$ cat config.mk
export PLATFORM = sky130hd
export DESIGN_NAME = p34pf_top
export DESIGN_NICKNAME = d
export VERILOG_FILES = /design/src/common/p34pf_pkg.sv /design/src/hw/p34pf_split_reg.sv /design/src/hw/p34pf_pad_driver.sv /design/src/hw/p34pf_top.sv
export SDC_FILE = /design/constraint.sdc
export NUM_CORES = 1
export LEC_CHECK = 0
export BUFFER_PORTS_ARGS = -buffer_cell sky130_fd_sc_hd__buf_2
export CELL_PAD_IN_SITES_DETAIL_PLACEMENT = 1
export CELL_PAD_IN_SITES_GLOBAL_PLACEMENT = 1
export CORE_ASPECT_RATIO = 1.25
export CORE_MARGIN = 8
export CORE_UTILIZATION = 30
export CTS_CLUSTER_DIAMETER = 80
export DETAILED_ROUTE_END_ITERATION = 6
export HOLD_SLACK_MARGIN = 0.06
export PLACE_DENSITY = 0.8
export SETUP_SLACK_MARGIN = 0.15
export SYNTH_ARGS = -nofsm -noshare
export SYNTH_HDL_FRONTEND = slang
export SYNTH_SLANG_ARGS = --single-unit
$ cat constraint.sdc
create_clock -name pclk -period 1.7 [get_ports pclk]
set_clock_uncertainty 0.2 [all_clocks]
set_input_delay 0.085 -clock pclk [delete_from_list [all_inputs] [get_ports pclk]]
set_output_delay 0.085 -clock pclk [all_outputs]
set_load 0.05 [all_outputs]
$ cat src/common/p34pf_pkg.sv
// Constants shared by the port 3 and port 4 pin-function select block.
package p34pf_pkg;

  // ==========================================================================
  // Bus and pin geometry
  localparam int ADDR_W = 16;
  localparam int NUM_REGS = 6;
  localparam int P3_PINS = 10;
  localparam int P4_PINS = 3;

  // ==========================================================================
  // Register indices; the byte address is four times the index.
  localparam logic [31:0] DIR3_INDEX = 32'hFFFFF426;
  localparam logic [31:0] ALT3_INDEX = 32'hFFFFF446;
  localparam logic [31:0] FSEL3_INDEX = 32'hFFFFF466;
  localparam logic [31:0] FEXT3_INDEX = 32'hFFFFF486;
  localparam logic [31:0] DRV3_INDEX = 32'h0FFFFC66;
  localparam logic [31:0] ALT4_INDEX = 32'hFFFFF448;

  // Slots of the register table below.
  localparam int REG_DIR3 = 0;
  localparam int REG_ALT3 = 1;
  localparam int REG_FSEL3 = 2;
  localparam int REG_FEXT3 = 3;
  localparam int REG_DRV3 = 4;
  localparam int REG_ALT4 = 5;

  // Word addresses of the whole register and of its high byte alias.
  localparam logic [ADDR_W-1:0] REG_LOW_ADDR [NUM_REGS] = '{
    ADDR_W'(DIR3_INDEX << 2), ADDR_W'(ALT3_INDEX << 2),
    ADDR_W'(FSEL3_INDEX << 2), ADDR_W'(FEXT3_INDEX << 2),
    ADDR_W'(DRV3_INDEX << 2), ADDR_W'(ALT4_INDEX << 2)};
  localparam logic [ADDR_W-1:0] REG_HIGH_ADDR [NUM_REGS] = '{
    ADDR_W'((DIR3_INDEX + 32'h1) << 2), ADDR_W'((ALT3_INDEX + 32'h1) << 2),
    ADDR_W'((FSEL3_INDEX + 32'h1) << 2), ADDR_W'(FEXT3_INDEX << 2),
    ADDR_W'((DRV3_INDEX + 32'h1) << 2), ADDR_W'(ALT4_INDEX << 2)};
  localparam logic [NUM_REGS-1:0] REG_HAS_HIGH = 6'h17;

  // Implemented bits, reset values and the value reserved bits read as.
  localparam logic [15:0] REG_MASK [NUM_REGS] = '{
    16'h03FF, 16'h033F, 16'h033F, 16'h0004, 16'h03FF, 16'h0007};
  localparam logic [15:0] REG_RESET [NUM_REGS] = '{
    16'hFFFF, 16'h0000, 16'h0000, 16'h0000, 16'h0000, 16'h0000};
  localparam logic [15:0] REG_FILL [NUM_REGS] = '{
    16'hFC00, 16'h0000, 16'h0000, 16'h0000, 16'h0000, 16'h0000};

  // ==========================================================================
  // Field positions and idle levels
  localparam int PIN2_EXT_BIT = 2;
  localparam logic LINE_IDLE = 1'b1;
  localparam logic EDGE_IDLE = 1'b0;

endpackage

$ cat src/hw/p34pf_split_reg.sv
// One port register reachable as a word and, optionally, as a high byte.
`timescale 1ns/10ps
module p34pf_split_reg #(
  parameter logic [15:0] MASK = 16'hFFFF,
  parameter logic [15:0] RESET = 16'h0000,
  parameter logic [15:0] FILL = 16'h0000,
  parameter bit HAS_HIGH = 1'b1
) (
  input wire logic pclk,
  input wire logic presetn,
  input wire logic wr_word,
  input wire logic wr_high,
  input wire logic [15:0] wdata,
  input wire logic [1:0] strb,
  output logic [15:0] value
);

  // ==========================================================================
  // Byte lane merge
  logic [15:0] store_q;
  logic [15:0] store_d;
  logic lo_en;
  logic hi_en;
  logic [7:0] hi_data;

  // A word access may touch either lane; the alias only reaches bits 15:8.
  assign lo_en = wr_word & strb[0];
  assign hi_en = HAS_HIGH & ((wr_word & strb[1]) | (wr_high & strb[0]));
  assign hi_data = wr_high ? wdata[7:0] : wdata[15:8];
  assign store_d = {hi_en ? hi_data : store_q[15:8],
                    lo_en ? wdata[7:0] : store_q[7:0]};

  // Only implemented bits are kept, so reserved bits cannot be set.
  always_ff @(posedge pclk or negedge presetn) begin
    if (!presetn) begin
      store_q <= RESET & MASK;
    end else begin
      store_q <= store_d & MASK;
    end
  end

  assign value = (store_q & MASK) | (FILL & ~MASK);

endmodule // p34pf_split_reg

$ cat src/hw/p34pf_pad_driver.sv
// Output driver of one pad: port or alternate source, CMOS or open drain.
`timescale 1ns/10ps
module p34pf_pad_driver (
  input wire logic use_alt,
  input wire logic alt_out,
  input wire logic alt_oe,
  input wire logic port_out,
  input wire logic port_input_mode,
  input wire logic open_drain,
  output logic pad_out,
  output logic pad_oe
);

  // ==========================================================================
  // Source and driver selection
  logic src;
  logic drive;

  assign src = use_alt ? alt_out : port_out;
  assign drive = use_alt ? alt_oe : ~port_input_mode;
  assign pad_out = src;
  assign pad_oe = drive & (~open_drain | ~src);

endmodule // p34pf_pad_driver

$ cat src/hw/p34pf_top.sv
// Port 3 and port 4 pin-function select with its APB register file.
//
// Behaviour
// - Function select: bits 9,8,5..0; rest zero
// - Word access, plus a high byte register
// - High byte register carries bits 15 to 8
// - Pin 9: UART2 receive or I2C0 clock
// - Pin 8: UART2 transmit or I2C0 data
// - Pins 5..3: timer capture in or output
// - Pin 2: two-bit select of four functions
// - Pin 1: UART0 receive plus interrupt, or serial4
// - Pin 0: UART0 transmit or serial4 data out
// - Driver select: CMOS or open drain per pin
// - Port 4 pins controlled one bit each
// - Port 4 pin 1: port or serial0 data out/I2C1 clock
// - Port 4 pin 0: port or serial0/I2C1 data
// - Direction bit 0 output, 1 input; resets ones
// - Mode bit 1 hands pin to alternate function
//
// The APB slave port was left to the implementer.
`timescale 1ns/10ps
module p34pf_top (
  input wire logic pclk,
  input wire logic presetn,
  input wire logic [p34pf_pkg::ADDR_W-1:0] paddr,
  input wire logic psel,
  input wire logic penable,
  input wire logic pwrite,
  input wire logic [31:0] pwdata,
  input wire logic [3:0] pstrb,
  output logic [31:0] prdata,
  output logic pready,
  output logic pslverr,
  input wire logic [p34pf_pkg::P3_PINS-1:0] port3_latch,
  input wire logic [p34pf_pkg::P4_PINS-1:0] port4_latch,
  input wire logic [p34pf_pkg::P4_PINS-1:0] port4_direction,
  input wire logic [p34pf_pkg::P4_PINS-1:0] port4_driver_type,
  input wire logic [1:0] port4_i2c_select,
  input wire logic [p34pf_pkg::P3_PINS-1:0] pad3_in,
  output logic [p34pf_pkg::P3_PINS-1:0] pad3_out,
  output logic [p34pf_pkg::P3_PINS-1:0] pad3_oe,
  input wire logic [p34pf_pkg::P4_PINS-1:0] pad4_in,
  output logic [p34pf_pkg::P4_PINS-1:0] pad4_out,
  output logic [p34pf_pkg::P4_PINS-1:0] pad4_oe,
  output logic uart2_receive_in,
  input wire logic uart2_transmit_out,
  output logic i2c0_clock_in,
  input wire logic i2c0_clock_out,
  input wire logic i2c0_clock_oe,
  output logic i2c0_data_in,
  input wire logic i2c0_data_out,
  input wire logic i2c0_data_oe,
  output logic timer_capture_in_11,
  output logic timer_capture_in_10,
  output logic timer_capture_in_01,
  output logic timer_capture_in_00,
  input wire logic timer_out_11,
  input wire logic timer_out_10,
  input wire logic timer_out_01,
  input wire logic timer_out_00,
  output logic uart0_baud_clock_in,
  output logic serial4_clock_in,
  input wire logic serial4_clock_out,
  input wire logic serial4_clock_oe,
  output logic uart0_receive_in,
  output logic external_interrupt_7,
  output logic serial4_data_in,
  input wire logic uart0_transmit_out,
  input wire logic serial4_data_out,
  output logic serial0_clock_in,
  input wire logic serial0_clock_out,
  input wire logic serial0_clock_oe,
  input wire logic serial0_data_out,
  output logic serial0_data_in,
  output logic i2c1_clock_in,
  input wire logic i2c1_clock_out,
  input wire logic i2c1_clock_oe,
  output logic i2c1_data_in,
  input wire logic i2c1_data_out,
  input wire logic i2c1_data_oe
);

  localparam int NREG = p34pf_pkg::NUM_REGS;
  localparam int N3 = p34pf_pkg::P3_PINS;
  localparam int N4 = p34pf_pkg::P4_PINS;

  // ==========================================================================
  // APB decode
  logic setup_phase;
  logic access_phase;
  logic [NREG-1:0] hit_word;
  logic [NREG-1:0] hit_high;
  logic mapped;
  logic [15:0] reg_value [NREG];
  logic [31:0] reg_rdata [NREG];
  logic [31:0] rdata_d;
  logic [31:0] prdata_q;

  assign setup_phase = psel & ~penable;
  assign access_phase = psel & penable;

  for (genvar k = 0; k < NREG; k++) begin : g_reg
    assign hit_word[k] = paddr == p34pf_pkg::REG_LOW_ADDR[k];
    assign hit_high[k] = p34pf_pkg::REG_HAS_HIGH[k]
                         & (paddr == p34pf_pkg::REG_HIGH_ADDR[k]);
    assign reg_rdata[k] = hit_high[k] ? {24'h000000, reg_value[k][15:8]}
                        : hit_word[k] ? {16'h0000, reg_value[k]}
                        : 32'h00000000;

    // Writes land only at the access edge, matching the bus contract.
    p34pf_split_reg #(
      .MASK(p34pf_pkg::REG_MASK[k]),
      .RESET(p34pf_pkg::REG_RESET[k]),
      .FILL(p34pf_pkg::REG_FILL[k]),
      .HAS_HIGH(p34pf_pkg::REG_HAS_HIGH[k])
    ) u_reg (
      .pclk(pclk),
      .presetn(presetn),
      .wr_word(access_phase & pwrite & hit_word[k]),
      .wr_high(access_phase & pwrite & hit_high[k]),
      .wdata(pwdata[15:0]),
      .strb(pstrb[1:0]),
      .value(reg_value[k])
    );
  end

  assign mapped = |{hit_word, hit_high};

  // Zero wait states; unmapped addresses answer with an error.
  assign pready = 1'b1;
  assign pslverr = access_phase & ~mapped;

  // Merge the per-register read words; at most one is non-zero.
  always_comb begin
    rdata_d = 32'h00000000;
    for (int k = 0; k < NREG; k++) begin
      rdata_d = rdata_d | reg_rdata[k];
    end
  end

  // Read data is captured in the setup cycle so it is stable in access.
  always_ff @(posedge pclk or negedge presetn) begin
    if (!presetn) begin
      prdata_q <= 32'h00000000;
    end else if (setup_phase & ~pwrite) begin
      prdata_q <= rdata_d;
    end
  end

  assign prdata = prdata_q;

  // ==========================================================================
  // Effective controls
  logic [N3-1:0] p3_dir;
  logic [N3-1:0] p3_alt;
  logic [N3-1:0] p3_sel;
  logic [N3-1:0] p3_od;
  logic p3_ext;
  logic [N4-1:0] p4_alt;
  logic [1:0] p2_mode;

  assign p3_dir = reg_value[p34pf_pkg::REG_DIR3][N3-1:0];
  assign p3_alt = reg_value[p34pf_pkg::REG_ALT3][N3-1:0];
  assign p3_sel = reg_value[p34pf_pkg::REG_FSEL3][N3-1:0] & p3_alt;
  assign p3_ext = reg_value[p34pf_pkg::REG_FEXT3][p34pf_pkg::PIN2_EXT_BIT]
                  & p3_alt[2];
  assign p3_od = reg_value[p34pf_pkg::REG_DRV3][N3-1:0];
  assign p4_alt = reg_value[p34pf_pkg::REG_ALT4][N4-1:0];
  assign p2_mode = {p3_ext, p3_sel[2]};

  // ==========================================================================
  // Port 3 alternate output sources
  logic [N3-1:0] alt3_out;
  logic [N3-1:0] alt3_oe;

  assign alt3_out[0] = p3_sel[0] ? serial4_data_out : uart0_transmit_out;
  assign alt3_oe[0] = 1'b1;
  // Pin 1 is input only in every alternate function.
  assign alt3_out[1] = 1'b0;
  assign alt3_oe[1] = 1'b0;
  assign alt3_out[2] = p2_mode[1] ? timer_out_00 : serial4_clock_out;
  assign alt3_oe[2] = (p2_mode == 2'h3)
                      | ((p2_mode == 2'h1) & serial4_clock_oe);
  assign alt3_out[3] = timer_out_01;
  assign alt3_oe[3] = p3_sel[3];
  assign alt3_out[4] = timer_out_10;
  assign alt3_oe[4] = p3_sel[4];
  assign alt3_out[5] = timer_out_11;
  assign alt3_oe[5] = p3_sel[5];
  // Pins 6 and 7 have no alternate function; their mode bits are unimplemented, so they stay port pins.
  assign alt3_out[7:6] = 2'h0;
  assign alt3_oe[7:6] = 2'h0;
  assign alt3_out[8] = p3_sel[8] ? i2c0_data_out : uart2_transmit_out;
  assign alt3_oe[8] = p3_sel[8] ? i2c0_data_oe : 1'b1;
  assign alt3_out[9] = i2c0_clock_out;
  assign alt3_oe[9] = p3_sel[9] & i2c0_clock_oe;

  // ==========================================================================
  // Port 3 inputs toward the peripherals
  // Unselected inputs sit at their idle level so no false edge or start
  // bit reaches a peripheral when software re-routes a pin.

  assign uart2_receive_in = (p3_alt[9] & ~p3_sel[9])
                            ? pad3_in[9] : p34pf_pkg::LINE_IDLE;
  assign i2c0_clock_in = p3_sel[9] ? pad3_in[9] : p34pf_pkg::LINE_IDLE;
  assign i2c0_data_in = p3_sel[8] ? pad3_in[8] : p34pf_pkg::LINE_IDLE;
  assign timer_capture_in_11 = (p3_alt[5] & ~p3_sel[5])
                               ? pad3_in[5] : p34pf_pkg::EDGE_IDLE;
  assign timer_capture_in_10 = (p3_alt[4] & ~p3_sel[4])
                               ? pad3_in[4] : p34pf_pkg::EDGE_IDLE;
  assign timer_capture_in_01 = (p3_alt[3] & ~p3_sel[3])
                               ? pad3_in[3] : p34pf_pkg::EDGE_IDLE;
  assign uart0_baud_clock_in = (p3_alt[2] & (p2_mode == 2'h0))
                               ? pad3_in[2] : p34pf_pkg::EDGE_IDLE;
  assign serial4_clock_in = (p2_mode == 2'h1)
                            ? pad3_in[2] : p34pf_pkg::LINE_IDLE;
  assign timer_capture_in_00 = (p2_mode == 2'h2)
                               ? pad3_in[2] : p34pf_pkg::EDGE_IDLE;
  assign uart0_receive_in = (p3_alt[1] & ~p3_sel[1])
                            ? pad3_in[1] : p34pf_pkg::LINE_IDLE;
  assign external_interrupt_7 = (p3_alt[1] & ~p3_sel[1])
                                ? pad3_in[1] : p34pf_pkg::EDGE_IDLE;
  assign serial4_data_in = p3_sel[1] ? pad3_in[1] : p34pf_pkg::LINE_IDLE;

  // ==========================================================================
  // Port 4 routing
  logic [N4-1:0] alt4_out;
  logic [N4-1:0] alt4_oe;

  // pin 0 data in or I2C1
  assign alt4_out[0] = i2c1_data_out;
  assign alt4_oe[0] = port4_i2c_select[0] & i2c1_data_oe;
  assign serial0_data_in = (p4_alt[0] & ~port4_i2c_select[0])
                           ? pad4_in[0] : p34pf_pkg::LINE_IDLE;
  assign i2c1_data_in = (p4_alt[0] & port4_i2c_select[0])
                        ? pad4_in[0] : p34pf_pkg::LINE_IDLE;
  // pin 1 data out or I2C1
  assign alt4_out[1] = port4_i2c_select[1] ? i2c1_clock_out
                       : serial0_data_out;
  assign alt4_oe[1] = port4_i2c_select[1] ? i2c1_clock_oe : 1'b1;
  assign i2c1_clock_in = (p4_alt[1] & port4_i2c_select[1])
                         ? pad4_in[1] : p34pf_pkg::LINE_IDLE;
  assign alt4_out[2] = serial0_clock_out;
  assign alt4_oe[2] = serial0_clock_oe;
  assign serial0_clock_in = p4_alt[2] ? pad4_in[2] : p34pf_pkg::LINE_IDLE;

  // ==========================================================================
  // Pad drivers
  // The driver-type bit applies in both port and alternate mode, which is
  // what makes the I2C lines wired-AND once software selects open drain.
  // open drain chosen by software
  for (genvar i = 0; i < N3; i++) begin : g_pad3
    p34pf_pad_driver u_drv (
      .use_alt(p3_alt[i]),
      .alt_out(alt3_out[i]),
      .alt_oe(alt3_oe[i]),
      .port_out(port3_latch[i]),
      .port_input_mode(p3_dir[i]),
      .open_drain(p3_od[i]),
      .pad_out(pad3_out[i]),
      .pad_oe(pad3_oe[i])
    );
  end

  for (genvar j = 0; j < N4; j++) begin : g_pad4
    p34pf_pad_driver u_drv (
      .use_alt(p4_alt[j]),
      .alt_out(alt4_out[j]),
      .alt_oe(alt4_oe[j]),
      .port_out(port4_latch[j]),
      .port_input_mode(port4_direction[j]),
      .open_drain(port4_driver_type[j]),
      .pad_out(pad4_out[j]),
      .pad_oe(pad4_oe[j])
    );
  end

endmodule // p34pf_top

# Word-level counts from Yosys, hierarchy flattened
# Index checks and enable logic that the tools add are counted.
# Widths: inputs -> output; s select.
dict set report totals {
  elab_cells 211
  in_bits 111
  reg_bits 72
}
dict set report classes {
  n_bitwise 127
  eq_ne 13
  reduce_logical 2
  muxes 58
}
# operator n
set ops {}
lappend ops {{$eq 16x16->1 const B} 10}
lappend ops {{$mux 10} 6}
lappend ops {{$and 1x1->1} 55}
lappend ops {{$not 1->1} 48}
lappend ops {{$or 16x10->16} 3}
lappend ops {{$mux 1} 44}
lappend ops {{$mux 16} 2}
lappend ops {{$or 16x3->16} 2}
lappend ops {{$or 1x1->1} 18}
lappend ops {{$and 10x10->10} 1}
lappend ops {{$reduce_or 10->1} 1}
lappend ops {{$mux 2} 4}
lappend ops {{$mux 3} 2}
lappend ops {{$eq 2x2->1 const B} 2}
lappend ops {{$eq 2x1->1 const B} 1}
lappend ops {{$logic_not 2->1} 1}

# Logic depth before layout (Yosys ltp)
dict set report depth {
  word_depth 8
  mapped_depth 7
  mapped_depth_nobuf 5
}

# Modules after synthesis
# A second synthesis with hierarchy kept.
dict set report unflattened {
  cells_unflattened 456
  area_unflattened_um2 4733.3
}
# mod area_per_inst_um2 seq_area_each_um2 n_inst cells_each
set modules_own_cells {}
lappend modules_own_cells {p34pf_top 2115.8 400.4 1 244}
lappend modules_own_cells {{p34pf_split_reg (g_reg[1].u_reg ...)} 397.9 200.2 2 29}
lappend modules_own_cells {p34pf_pad_driver 40.0 0.0 13 4}
lappend modules_own_cells {{p34pf_split_reg (g_reg[0].u_reg)} 462.9 262.8 1 31}
lappend modules_own_cells {{p34pf_split_reg (g_reg[4].u_reg)} 450.4 250.2 1 31}
lappend modules_own_cells {{p34pf_split_reg (g_reg[5].u_reg)} 227.7 75.1 1 21}
lappend modules_own_cells {{p34pf_split_reg (g_reg[3].u_reg)} 160.2 25.0 1 19}

# Worst setup path before layout
# OpenSTA, ideal clock, no wires.
dict set report synth_timing {
  path_type {reg2out}
  from {reg g_reg[1].u_reg.store_q[2]}
  to {out uart0_baud_clock_in}
  path_slack_ns -0.610
  path_stages_with_launch 3
  arrival_time_ns 2.025
  path_cell_list {dfrtp_1 clkbuf_1 nor4bb_1}
}
dict set report synth_between {
  elab_chain_cells 4
  elab_cells_between_ends 5
  classes_between {mux: 1; bitwise: 3; reduce/logical: 1}
}
# item line_no
set synth_lines {}
lappend synth_lines {{from (decl)} p34pf_split_reg.sv:20} ;# logic [15:0] store_q;
lappend synth_lines {{from (signal assigned)} p34pf_split_reg.sv:36} ;# store_q <= RESET & MASK;
lappend synth_lines {{from (signal assigned)} p34pf_split_reg.sv:38} ;# store_q <= store_d & MASK;
lappend synth_lines {{$and 10x10->10 / $and 1x1->1 (equally long branches)} {p34pf_top.sv:164, p34pf_top.sv:166}}
lappend synth_lines {{$logic_not 2->1} p34pf_top.sv:213} ;# assign uart0_baud_clock_in = (p3_alt[2] & (p2_mode == 2'h0))
lappend synth_lines {{$and 1x1->1 *} p34pf_top.sv:213}
lappend synth_lines {{$mux 1 *} p34pf_top.sv:214} ;# ? pad3_in[2] : p34pf_pkg::EDGE_IDLE;
lappend synth_lines {{to (decl)} p34pf_top.sv:61} ;# output logic uart0_baud_clock_in,
# Every way passes the cells marked *; elsewhere a longest branch is shown, timed or not.

# Worst setup path after layout
dict set report layout_timing {
  from {in paddr[1] (netlist name)}
  to {out pslverr}
}
dict set report layout_between {
  elab_chain_cells 4
  elab_cells_between_ends 13
  classes_between {eq/ne: 10; bitwise: 2; reduce/logical: 1}
}
# item line_no
set layout_lines {}
lappend layout_lines {{from (decl)} p34pf_top.sv:25} ;# input wire logic [p34pf_pkg::ADDR_W-1:0] paddr,
lappend layout_lines {{$eq 16x16->1, on equally long branches} -}
lappend layout_lines {{$reduce_or 10->1 *} p34pf_top.sv:127} ;# assign mapped = |{hit_word, hit_high};
lappend layout_lines {{$not 1->1 *} p34pf_top.sv:131} ;# assign pslverr = access_phase & ~mapped;
lappend layout_lines {{$and 1x1->1 *} p34pf_top.sv:131}
lappend layout_lines {{to (decl)} p34pf_top.sv:33} ;# output logic pslverr,
# Marked as above.

==> results by group <==
Status
  • Status: finished with violations
  • Failing checks: setup timing

Cells and area
  • Non-filler instance count after layout: 674
  • Ant diodes: 0
  • Layout cell share with drive strength beyond 1: 0.681
  • Final #Nets: 646
  • Area growth syn-to-layout: 61.1%

Power and ir drop
  • Comb power frac: 0.233
  • Int Pwr: 2.20 mW
  • Sw power: 1.01 mW
  • Leak: 2.65 nW
  • PwrDens: 568 nW/um^2
  • Final Power: 3.21 mW
  • VDD IR-drop max: 0.370 mV
  • Clock share of power: 0.373
  • Switching part of the total: 0.314
  • Sequential share of power: 0.394

Logic synthesis
  • Primary FF master, synth: dfrtp_1
  • Post-synth cell types: 52
  • Ys async rst share: 1.00
  • Syn avg cell area: 10.1 um^2
  • Synth warn: 0
  • Post-synth EDFFs: 0
  • Mapped Area: 3500 um^2
  • Seq/Total Area, Yosys: 0.368
  • Post-Syn Instances: 345
  • Register bit count reported by yosys: 51

Clock tree
  • CTS tree: done
  • Clock-pin slew on the worst setup and hold paths: 70 ps
  • Root Buffer: clkbuf_16
  • TritonCTS Buffers: 5
  • CTS sink count: 51
  • Worst-Skew Late Latency: 300 ps
  • Clk buf depth: 2
  • H-tree depth: 2

Hold path
  • Worst hold path type: in2async

Worst setup path
  • FF-to-FF setup slack: 120 ps
  • Worst setup path endpoint: pslverr
  • Critical Path End Type: output pin
  • CP cell instances: buf_6 -> or4b_4 -> buf_6 -> nor4_4 -> buf_6 -> nor3_2 -> and3_4 -> buf_8
  • Required @ worst endpoint: 1410 ps
  • CP arrival: 1750 ps
  • Most used cell, CP: buf_6
  • CP startpoint kind: input port
  • Crit-path max FO: 4
  • Reg2reg end: prdata[1]
  • Worst Reg2Reg Path Length in Cells: 4
  • Critical path class: in2out
  • Worst Path Buf+Inv: 4
  • Slowest CP cell: or4b_4
  • WP depth: 8
  • CP max stage delay: 600 ps
  • Crit. Startpoint: paddr[1]
  • CP delay by family, top: simple AND/OR/NAND/NOR gates
  • RR Startpoint: g_reg[4].u_reg.store_q[1]

Global route
  • Grt total ovfl: 0
  • Total track usage: 0.179
  • Pin count of the biggest net entering global routing: 52
  • Vias in the first global route: 4160
  • Initial antenna violation count: 0
  • First-pass GRT wire length: 22.0 mm

Die
  • FP Rows: 44
  • Core area: 11500 um^2
  • Die Ht: 137 um
  • Initial Util: 0.304
  • I/O pin count: 187
  • Die W: 113 um
  • DIE AREA: 15400 um^2

STA
  • Max-slew violation count: 0
  • RSZ-0062 raised after global routing: true
  • Hold Vio Cnt, Final: 0
  • Fmax: 492 MHz
  • Fin crit period: 2030 ps
  • Final period util: 1.20
  • Final setup viols: 50
  • Post-route worst setup slack: -332 ps

Drt
  • Drt initial violations: 170
  • Post-route ant nets: 0
  • Via count: 3552
  • Via density: 5.27
  • DRC: 0
  • DRT Pass-1 Iters: 4
  • Routed wire per std cell: 21.3 um
  • WL final: 14.4 mm

Placed design
  • Dpl cells: 633
  • Port Buffers: 142
  • DP HPWL: 10.1 mm
  • RePlAce Congestion: 0.873

Job
  • Max-cap violation count: 0
-- layout by cell type (no fill, tap or decap), types with 9 or more instances in the layout --
| cell | n |
|---|---|
| a31oi_1 | 10 |
| mux2_4 | 38 |
| dlygate4sd3_1 | 11 |
| conb_1 | 17 |
| buf_2 | 105 |
| buf_6 | 39 |
| buf_4 | 64 |
| mux2_2 | 15 |
| dfrtp_2 | 9 |
| a21oi_1 | 11 |
| a21oi_2 | 13 |
| dfstp_2 | 10 |
| nor2_1 | 20 |
| nand2_1 | 10 |
| dfrtp_1 | 32 |
-- stage by stage --
step / instance area, um^2 / utilization / setup slack, ps / hold slack [ps] / TNS, ps
2_1_floorplan: 3690 / - / -395 / -411 / -11790
3_3_place_gp: 4570 / 0.397 / -485 / -108 / -20830
3_5_place_dp: 4570 / 0.397 / -536 / -99.6 / -22830
4_1_cts: 5370 / 0.467 / -277 / 97.4 / -6650
5_1_grt: 5640 / 0.490 / -333 / 131 / -10400
6_report: 5640 / 0.490 / -332 / 104 / -8630
-- synth_stat cells (all sizes together), types with 2 or more instances --
cell	count	area, um^2
dfstp	10	263
or3b	3	26.3
a31oi	10	62.6
nand3	6	30.0
inv	3	11.3
dfrtp	41	1030
and3b	4	35.0
nand2b	2	12.5
a221oi	6	52.6
and2	3	18.8
conb	2	7.51
a222oi	5	50.1
nand4	2	12.5
nor4	8	98.9
nor2	30	113
o21ai	2	10.0
and3	8	50.1
or2	2	12.5
nand4b	2	23.8
a22oi	7	52.6
nor4b	5	43.8
nor2b	2	12.5
a21oi	24	120
mux2i	6	60.1
buf	57	414
nand4bb	2	22.5
o22ai	2	12.5
or4b	3	30.0
mux2	53	619
nand2	13	48.8
nand3b	3	22.5
nor3	3	15.0
clkbuf	6	22.5
-- power by group through the flow --
stage | registers (mW) | logic, mW | clock network, mW
after floorplan | 1.39 | 0.331 | 0
after global placement | 1.28 | 0.631 | 0
after detailed placement | 1.28 | 0.647 | 0
after CTS | 1.26 | 0.714 | 1.19
after global routing | 1.27 | 0.789 | 1.26
final | 1.26 | 0.747 | 1.20
-- flip-flops by register name, indices dropped and copies added, names as in the netlist --
name,count
prdata,11
g.u_reg.store_q,40
-- worst min-delay path by stage --
stage / start / to
2_1_floorplan: presetn / g_reg[1].u_reg.store_q[0]
3_3_place_gp: presetn / g_reg[1].u_reg.store_q[8]
3_5_place_dp: presetn / g_reg[1].u_reg.store_q[9]
4_1_cts: paddr[8] / prdata[2]
5_1_grt: paddr[8] / g_reg[3].u_reg.store_q[2]
6_report: presetn / g_reg[1].u_reg.store_q[8]
-- worst register-to-register path, delay by kind of cell, from the launching register on --
kind | cells | cell delay, ps
flops | 1 | 430
compound gates | 3 | 530
mux | 1 | 280
-- routing by layer --
metal / share of wire / GRT usage / wire [um]
met2: 0.53 / 0.334 / 7660
met4: 0.027 / 0.0684 / 392
met3: 0.066 / 0.0455 / 941
met5: 0 / 0 / 0
met1: 0.37 / 0.191 / 5370
-- cell families (layout without fill, tap and decap cells) --
logic type | count (synthesis) | after routing | share of synthesized area
AO/OA/AOI/OAI | 63 | 63 | 0.120
other | 2 | 17 | 0.00215
buffers and inverters | 66 | 242 | 0.128
flip-flops | 51 | 51 | 0.368
AND/OR/NAND/NOR | 104 | 104 | 0.187
multiplexers | 59 | 59 | 0.194
-- final cells by class --
class / count / area (um^2)
Multi-Input combinational cell: 243 / 2240
Sequential cell: 51 / 1300
Tap cell: 138 / 173
Fill cell: 1305 / 5870
Clock buffer: 5 / 125
Inverter: 3 / 13.8
Clock inverter: 3 / 46.3
Timing Repair Buffer: 231 / 1740
-- repair_timing --
item / in CTS / in global routing
hold buffers: 11 / 0
endpoints found under the setup margin: 76 / 82
buffers inserted: 16 / 6
pin swaps: 25 / 21
resized for setup: 113 / 68
hold endpoints to repair: 91 / 0
(Power assumes the default switching activity.)
